$ cat src/core/csr_pkg.sv
package csr_pkg;
	localparam logic [7:0] CSR_ADDR_BUCK3    = 8'h18;
	localparam logic [7:0] CSR_ADDR_BBOOST   = 8'h19;
	localparam logic [7:0] CSR_RST_BUCK3     = 8'h8C;
	localparam logic [7:0] CSR_RST_BBOOST    = 8'hB2;
	localparam logic [7:0] CSR_ALT_BUCK3     = 8'h8C;
	localparam logic [7:0] CSR_ALT_BBOOST    = 8'hB2;
	localparam int         CSR_PSE_BIT       = 7;
	localparam int         CSR_RSV_BIT       = 6;
	localparam logic [7:0] CSR_WR_MASK       = 8'hBF;
	localparam logic [5:0] CSR_BB_CODE_MAX   = 6'h34;
	localparam int         CSR_CLK_MHZ       = 125;
	localparam int         CSR_BLANK_MS      = 5;
	localparam int         CSR_BLANK_CYCLES  = CSR_BLANK_MS * 1000 * CSR_CLK_MHZ;
	localparam int         CSR_CNT_W         = 20;

	typedef struct packed {
		logic       wrEn;
		logic [7:0] addr;
		logic [7:0] data;
	} csr_wr_t;

	typedef struct packed {
		logic       pulseSkipEnable;
		logic [5:0] voltageCode;
	} csr_setpoint_t;

	typedef enum logic [1:0] {
		CSR_ST_INIT  = 2'b00,
		CSR_ST_RUN   = 2'b01
	} csr_state_t;
endpackage

$ cat src/core/csr_blank_timer.sv
`timescale 1ns/1ps
module csr_blank_timer
	import csr_pkg::*;
#(
	parameter int BLANK_CYCLES = CSR_BLANK_CYCLES
)
(
	input  wire logic mclk,
	input  wire logic rst_n,
	input  wire logic start,
	output logic      blank
);
	logic [CSR_CNT_W-1:0] cnt_reg;
	logic [CSR_CNT_W-1:0] cnt_next;
	logic                 blank_reg;
	logic                 blank_next;

	always_comb
	begin
		cnt_next   = cnt_reg;
		blank_next = blank_reg;
		if (start)
		begin
			cnt_next   = CSR_CNT_W'(BLANK_CYCLES - 1);
			blank_next = 1'b1;
		end
		else if (cnt_reg != '0)
			cnt_next = cnt_reg - 1'b1;
		else
			blank_next = 1'b0;
	end

	always_ff @(posedge mclk)
	begin
		if (!rst_n)
		begin
			cnt_reg   <= '0;
			blank_reg <= 1'b0;
		end
		else
		begin
			cnt_reg   <= cnt_next;
			blank_reg <= blank_next;
		end
	end

	assign blank = blank_reg;
endmodule

$ cat src/core/csr_setpoint_regs.sv
`timescale 1ns/1ps
module csr_setpoint_regs
	import csr_pkg::*;
#(
	parameter int BLANK_CYCLES = CSR_BLANK_CYCLES
)
(
	input  wire logic          mclk,
	input  wire logic          rst_n,
	input  wire csr_wr_t       wrReq,
	input  wire logic [7:0]    rdAddr,
	input  wire logic          unlocked,
	input  wire logic          defaultSelectResistor,
	output logic [7:0]         rdData,
	output logic               rdHit,
	output csr_setpoint_t      buck3Set,
	output csr_setpoint_t      bboostSet,
	output logic               buck3Blank,
	output logic               bboostBlank
);
	csr_state_t state_reg;
	csr_state_t state_next;
	logic [7:0] buck3_reg;
	logic [7:0] buck3_next;
	logic [7:0] bboost_reg;
	logic [7:0] bboost_next;
	logic [7:0] rdData_reg;
	logic [7:0] rdData_next;
	logic       rdHit_reg;
	logic       rdHit_next;
	logic       wrBuck3;
	logic       wrBboost;
	logic       b3BlankW;
	logic       bbBlankW;

	function automatic logic [7:0] clean(input logic [7:0] v);
		clean = v & CSR_WR_MASK;
	endfunction

	// protected writes only when unlocked
	assign wrBuck3  = wrReq.wrEn && unlocked && (wrReq.addr == CSR_ADDR_BUCK3);
	assign wrBboost = wrReq.wrEn && unlocked && (wrReq.addr == CSR_ADDR_BBOOST);

	always_comb
	begin
		state_next  = state_reg;
		buck3_next  = buck3_reg;
		bboost_next = bboost_reg;
		case (state_reg)
			CSR_ST_INIT:
			begin
				// strap sampled after reset release
				buck3_next  = defaultSelectResistor ? CSR_ALT_BUCK3 : CSR_RST_BUCK3;
				bboost_next = defaultSelectResistor ? CSR_ALT_BBOOST : CSR_RST_BBOOST;
				state_next  = CSR_ST_RUN;
			end
			CSR_ST_RUN:
			begin
				// codes update directly, no slew or go gating
				if (wrBuck3)
					buck3_next = clean(wrReq.data);
				if (wrBboost)
					bboost_next = clean(wrReq.data);
			end
			default:
				state_next = CSR_ST_INIT;
		endcase
	end

	always_comb
	begin
		rdData_next = 8'h00;
		rdHit_next  = 1'b1;
		case (rdAddr)
			CSR_ADDR_BUCK3:  rdData_next = clean(buck3_reg);
			CSR_ADDR_BBOOST: rdData_next = clean(bboost_reg);
			default:         rdHit_next  = 1'b0;
		endcase
	end

	always_ff @(posedge mclk)
	begin
		if (!rst_n)
		begin
			state_reg  <= CSR_ST_INIT;
			buck3_reg  <= CSR_RST_BUCK3;
			bboost_reg <= CSR_RST_BBOOST;
			rdData_reg <= 8'h00;
			rdHit_reg  <= 1'b0;
		end
		else
		begin
			state_reg  <= state_next;
			buck3_reg  <= buck3_next;
			bboost_reg <= bboost_next;
			rdData_reg <= rdData_next;
			rdHit_reg  <= rdHit_next;
		end
	end

	// one blanking window per converter
	csr_blank_timer #(.BLANK_CYCLES(BLANK_CYCLES)) u_b3
	(
		.mclk  (mclk),
		.rst_n (rst_n),
		.start (wrBuck3 && (state_reg == CSR_ST_RUN)),
		.blank (b3BlankW)
	);

	csr_blank_timer #(.BLANK_CYCLES(BLANK_CYCLES)) u_bb
	(
		.mclk  (mclk),
		.rst_n (rst_n),
		.start (wrBboost && (state_reg == CSR_ST_RUN)),
		.blank (bbBlankW)
	);

	assign rdData      = rdData_reg;
	assign rdHit       = rdHit_reg;
	assign buck3Set    = '{pulseSkipEnable: buck3_reg[CSR_PSE_BIT], voltageCode: buck3_reg[5:0]};
	assign bboostSet   = '{pulseSkipEnable: bboost_reg[CSR_PSE_BIT], voltageCode: bboost_reg[5:0]};
	assign buck3Blank  = b3BlankW;
	assign bboostBlank = bbBlankW;
endmodule

$ cat config.mk
export PLATFORM = sky130hd
export DESIGN_NAME = csr_setpoint_regs
export DESIGN_NICKNAME = d
export VERILOG_FILES = /design/src/core/csr_pkg.sv /design/src/core/csr_blank_timer.sv /design/src/core/csr_setpoint_regs.sv
export SDC_FILE = /design/constraint.sdc
export NUM_CORES = 1
export LEC_CHECK = 0
export BUFFER_PORTS_ARGS = -buffer_cell sky130_fd_sc_hd__buf_2
export CAP_MARGIN = 20
export CELL_PAD_IN_SITES_DETAIL_PLACEMENT = 1
export CELL_PAD_IN_SITES_GLOBAL_PLACEMENT = 2
export CORE_MARGIN = 2
export CORE_UTILIZATION = 34
export CTS_CLUSTER_SIZE = 25
export DETAILED_ROUTE_END_ITERATION = 6
export PLACE_DENSITY = 0.78
export SYNTH_ARGS = -nofsm -noshare
export SYNTH_HDL_FRONTEND = slang
export SYNTH_HIERARCHICAL = 1
export SYNTH_SLANG_ARGS = --single-unit
export TNS_END_PERCENT = 5
$ cat constraint.sdc
create_clock -name mclk -period 2.4 [get_ports mclk]
set_input_delay 0.12 -clock mclk [delete_from_list [all_inputs] [get_ports mclk]]
set_output_delay 0.12 -clock mclk [all_outputs]
set_load 0.02 [all_outputs]
Word-level counts from Yosys, hierarchy flattened. Cells that the tools add are included.

Add/subtract/negate cells: 2. Multiply operators: 0. Div/mod/pow operators: 0. $lt $le $gt $ge: 0. Equality and inequality tests: 9. Shift operators: 0. Muxes and demuxes: 15. Bitwise operators: 1. Reduce and logical (&&, ||, !) cells: 16.

Operator list (count): $mux W20 (4); $pmux W8 S2 (3); $reduce_bool A20 Y1 (2); $sub A20 B1 Y20 const B (2); $eq A8 B5 Y1 const B (4); $mux W8 (2); $reduce_bool A2 Y1 (3); $reduce_or A2 Y1 (3); $logic_and A1 B1 Y1 (5); $mux W1 (5); $ne A2 B1 Y1 const B (2); $ne A2 B2 Y1 const B (2); $pmux W2 S2 (1); $reduce_and A2 Y1 (2); $eq A2 B1 Y1 const B (1); $logic_not A2 Y1 (1); $not A1 Y1 (1).

Flip-flop bits (word level): 69. Bits in latches: 0. Bits in writable memories: 0. Bits in read-only memories: 0. Word-level logic and storage cells: 54. Memories: 0.

Depth between registers and ports, before layout.
Depth in word-level cells: 4. Gate-level depth with buffers: 7.

Modules after synthesis. Netlist, hierarchy kept.

By module, submodules not included: csr_blank_timer (instances 2, cells an instance 124, area an instance 1109.8 um^2, seq. area each 420.4 um^2); csr_setpoint_regs (instances 1, cells an instance 101, area an instance 959.7 um^2, seq. area each 460.4 um^2).

Worst setup path after synthesis. Ideal clock, no wire load.

Kind: input to register. Start point: in wrReq[13] in the netlist's numbering. End point: reg u_b3.cnt_reg[9]. Data arrival time: 1763 ps. Data required time: 2284 ps. Path slack: 521 ps. Stages: 7. Path buffers: 1. Cell sequence: or4b_4 nor3_1 and3b_1 nand2b_1 clkdlybuf4s25_2 nor2_1 a31o_2.

Longest elaborated chain between the ends: 4.

RTL lines: start, declared (RTL line csr_setpoint_regs.sv:10) `input wire csr_wr_t wrReq,`; $eq A8 B5 Y1 (RTL line csr_setpoint_regs.sv:41) `assign wrBuck3 = wrReq.wrEn && unlocked && (wrReq.addr == CSR_ADDR_BUCK3);`; $logic_and A1 B1 Y1 (RTL line csr_setpoint_regs.sv:41); $logic_and A1 B1 Y1 (RTL line csr_setpoint_regs.sv:106) `.start (wrBuck3 && (state_reg == CSR_ST_RUN)),`; $reduce_or A2 Y1 (no source line); end signal, assigned (RTL line csr_blank_timer.sv:42) `cnt_reg <= cnt_next;`; end, declared (RTL line csr_blank_timer.sv:13) `logic [CSR_CNT_W-1:0] cnt_reg;`.

No other way between the ends. A chain may end at the register's enable or synchronous reset.

Worst setup path after layout.
Start point: reg u_b3.cnt_reg[0]. End point: reg u_b3.cnt_reg[7].

Longest elaborated chain between the ends: 1.

RTL lines (RTL line): $sub A20 B1 Y20 or $reduce_bool A20 Y1 (tied branches) (csr_blank_timer.sv:28, csr_blank_timer.sv:27).

Several ways; a longest one is shown, not always the timed one.

==> flow_summary.yaml <==
outcome:
  status: "completed"
timing:
  fmax_mhz: 517.5
  finalSetupTns_ns: 0
  finalCritPeriodShare_pct: 80.51
  timing.final.crit_period_ns: 1.932
  drv_slew: 0
  fin_skew_ns: 0.01378
  max_slew_margin_pct: 59.55
  hold_viol_final: 0
  rsz0062_at_grt: "false"
  hold_ws_ns: 0.01927
  setup_viol: 0
  worst_pin_slew_ns: 0.6035
power:
  ir_worst_vdd_uv: 511.0
  combPwrFrac_pct: 42.9
  leakage_nw: 1.576
  p_int_w: 0.002496
  pwr-share-clk_pct: 19.9
  switching_power_w: 0.001774
  swShare_pct: 41.54
  seqPwrFrac_pct: 37.2
  power_density_nw_per_um2: 1152
layout:
  fin_util_pct: 40.49
  multiInputGateArea_um2: 1773
  final_nets: 434
  seqCellArea_um2: 1301
  nFillCells: 1112
  syn_to_final_growth_pct: 16.57
  layout-drive-gt1-share_pct: 24.14
  final_cells: 517
  n_antenna_cell: 0
setup_path:
  worst_ep_arrival_time_ns: 2.18
  reg2reg_slack_ns: 0.47
  critPathMaxFanout: 5
  critPathLaunchType: "register"
  end_kind: "register"
  r2r-start: "u_b3/cnt_reg[0]$_SDFFE_PN0P_"
  required_ns: 2.64
  crit_type: "register to register"
  startpoint: "u_b3/cnt_reg[0]$_SDFFE_PN0P_"
die:
  io_pins: 54
  die_w_um: 100.7
  die_y_um: 100.7
  initial_core_util_pct: 34.74
  coreArea_um2: 9153
  num_rows: 35
  fp.dieArea_um2: 10140
synth:
  synthFlopType: "dfxtp_1"
  yosysTopAreaCell: "dfxtp_1"
  syn_area_um2: 3179
  ys_top_cells_by_area: "dfxtp_1, mux2i_1, nor2_1"
  ys.warnings.count: 6
  synthArstFlopShare_pct: 0
  synth_cell_types: 50
  ys_ff_latch: 65
  syn-num-nets: 382
  avgSynthCellArea_um2: 9.110
  netlist_instances: 349
  synth_edf_count: 0
  yosysSeqAreaShare_pct: 40.93
  synth_top_area_share_pct: 40.93
clock_tree:
  cts.sinks: 65
  ctsHoldBuffers: 0
  clk_path_buf_depth: 2
  clk_pin_slew_ns: 0.08
  h-tree-depth: 3
  post_cts_buffers: 0
  cts_resized: 0
  cts_tree: "yes"
  clock_latency_ns: 0.35
  cts_root_buf: "clkbuf_8"
  cts_buffers: 9
grt:
  antenna_found_initial: 0
  groute.usage.overall_pct: 16.81
  use_met1_pct: 21.51
  grt_use_met2_pct: 27.74
  top_usage_layer: "met2"
  grtUsageMet3_pct: 3.814
  grt_pass1_wl_um: 13500
  grt-ovfl-total: 0
  grt_max_degree: 24
  first_global_vias: 2777
placed_design:
  place_congestion: 0.7747
  dp_hpwl_um: 5813
  placed_cells: 501
  numPortBuffers: 50
worst_hold_path:
  hold_class: "input pin to register"
  min_from: "wrReq[4]"
detailed_routing:
  routed_wl_um: 7588
  first_pass_iters: 4
  routed-via-count: 2645
  first_iter_violations: 31
  wl_per_cell_um: 14.68
  remaining_drc_errors: 0
  vias_per_cell: 5.116
  antenna_left: 0
run:
  drv_cap: 0
## cell usage in the layout, fill, tap and decap left out, types with 12 or more instances in the layout
cell type	n
nand2_1	29
buf_2	50
dfxtp_1	65
xnor2_1	12
mux2i_1	21
nor2_1	44
o21a_1	18
a21oi_1	20
nor3_1	13
xor2_1	12
## cell type report
cell class | instances | area share [%]
flip-flops and latches | 65 | 35.11
multi-input cells | 263 | 47.84
clock inverters | 7 | 1.485
well taps | 111 | 3.747
repair buffers | 55 | 7.765
clock buffers | 9 | 3.342
inverters | 7 | 0.7090
## path summary, 6_finish.rpt
| check | endpoint | cells past startpoint |
|---|---|---|
| setup / recovery | u_b3/cnt_reg[7]$_SDFFE_PP0P_ | 7 |
| hold / removal | buck3_reg[4]$_SDFFE_PN0P_ | 3 |
| setup reg to reg | u_b3/cnt_reg[7]$_SDFFE_PP0P_ | 7 |
| hold reg to reg | buck3_reg[5]$_SDFFE_PN0P_ | 2 |
## worst max-delay path, stage by stage, from the launching register on
cell	delay (ns)
dfxtp_1	0.36
inv_1	0.09
ha_1	0.21
nor4b_2	0.17
and3_2	0.22
a21oi_1	0.42
a21oi_1	0.12
a31o_2	0.23
## power by group through the flow
| stage | clock (W) | sequential [W] | combinational (W) |
|---|---|---|---|
| 2_1_floorplan | 0 | 0.00155 | 0.00152 |
| 3_3_place_gp | 0 | 0.00160 | 0.00180 |
| 3_5_place_dp | 0 | 0.00161 | 0.00184 |
| 4_1_cts | 0.000888 | 0.00159 | 0.00186 |
| 5_1_grt | 0.000948 | 0.00163 | 0.00210 |
| 6_report | 0.000852 | 0.00159 | 0.00183 |
## cells in the mapped netlist, types with 2 or more instances
cell and number:
inv_1 7, clkdlybuf4s25_2 2, nand4b_1 3, nor2b_1 4, o31ai_1 2, ha_1 4
or3_1 5, nand3_1 6, xnor2_1 12, a31o_2 6, nor4_2 2, xor2_1 12
a211oi_1 4, o21ai_1 2, nor4b_2 2, nor4_4 2, nor3_1 13, o21a_1 18
nand2b_1 5, nand3_2 2, a21oi_1 20, o211ai_1 4, nand4_1 2, o211ai_2 2
nor2_1 44, nand2_1 29, nor3_4 2, and3_2 2, and3_1 7, buf_2 2
mux2i_1 21, o21ai_2 2, a311oi_1 2, clkbuf_1 8, o21ai_0 6, and3_4 2
dfxtp_1 65, nor4_1 4
## routing by layer
metal  part of all wire, %  vias up
met4                   1.5        0
met2                    49       31
li1                      -     1338
met1                    47     1265
met5                     0        -
met3                   2.6       11
## stage by stage
stage / instance area (um^2) / total power [W] / setup WS [ns]
finish: 3706 / 0.004270 / 0.4677
global placement: 3527 / 0.003404 / 0.3547
CTS: 3706 / 0.004333 / 0.4402
floorplan: 3179 / 0.003067 / 0.5210
detailed placement: 3527 / 0.003454 / 0.2997
global route: 3706 / 0.004679 / 0.2784
## logic make-up after synthesis
| kind of cell | count (synthesis) | synth area share, % |
|---|---|---|
| XOR/XNOR | 24 | 6.612 |
| AO/OA/AOI/OAI | 68 | 14.56 |
| buffers and inverters | 21 | 3.306 |
| AND/OR/NAND/NOR | 145 | 26.29 |
| flip-flops | 65 | 40.93 |
| multiplexers | 21 | 6.612 |
| other | 1 | 0.1180 |
| adder cells (fa/ha/maj) | 4 | 1.574 |
Power figures use the tool's default switching activity.
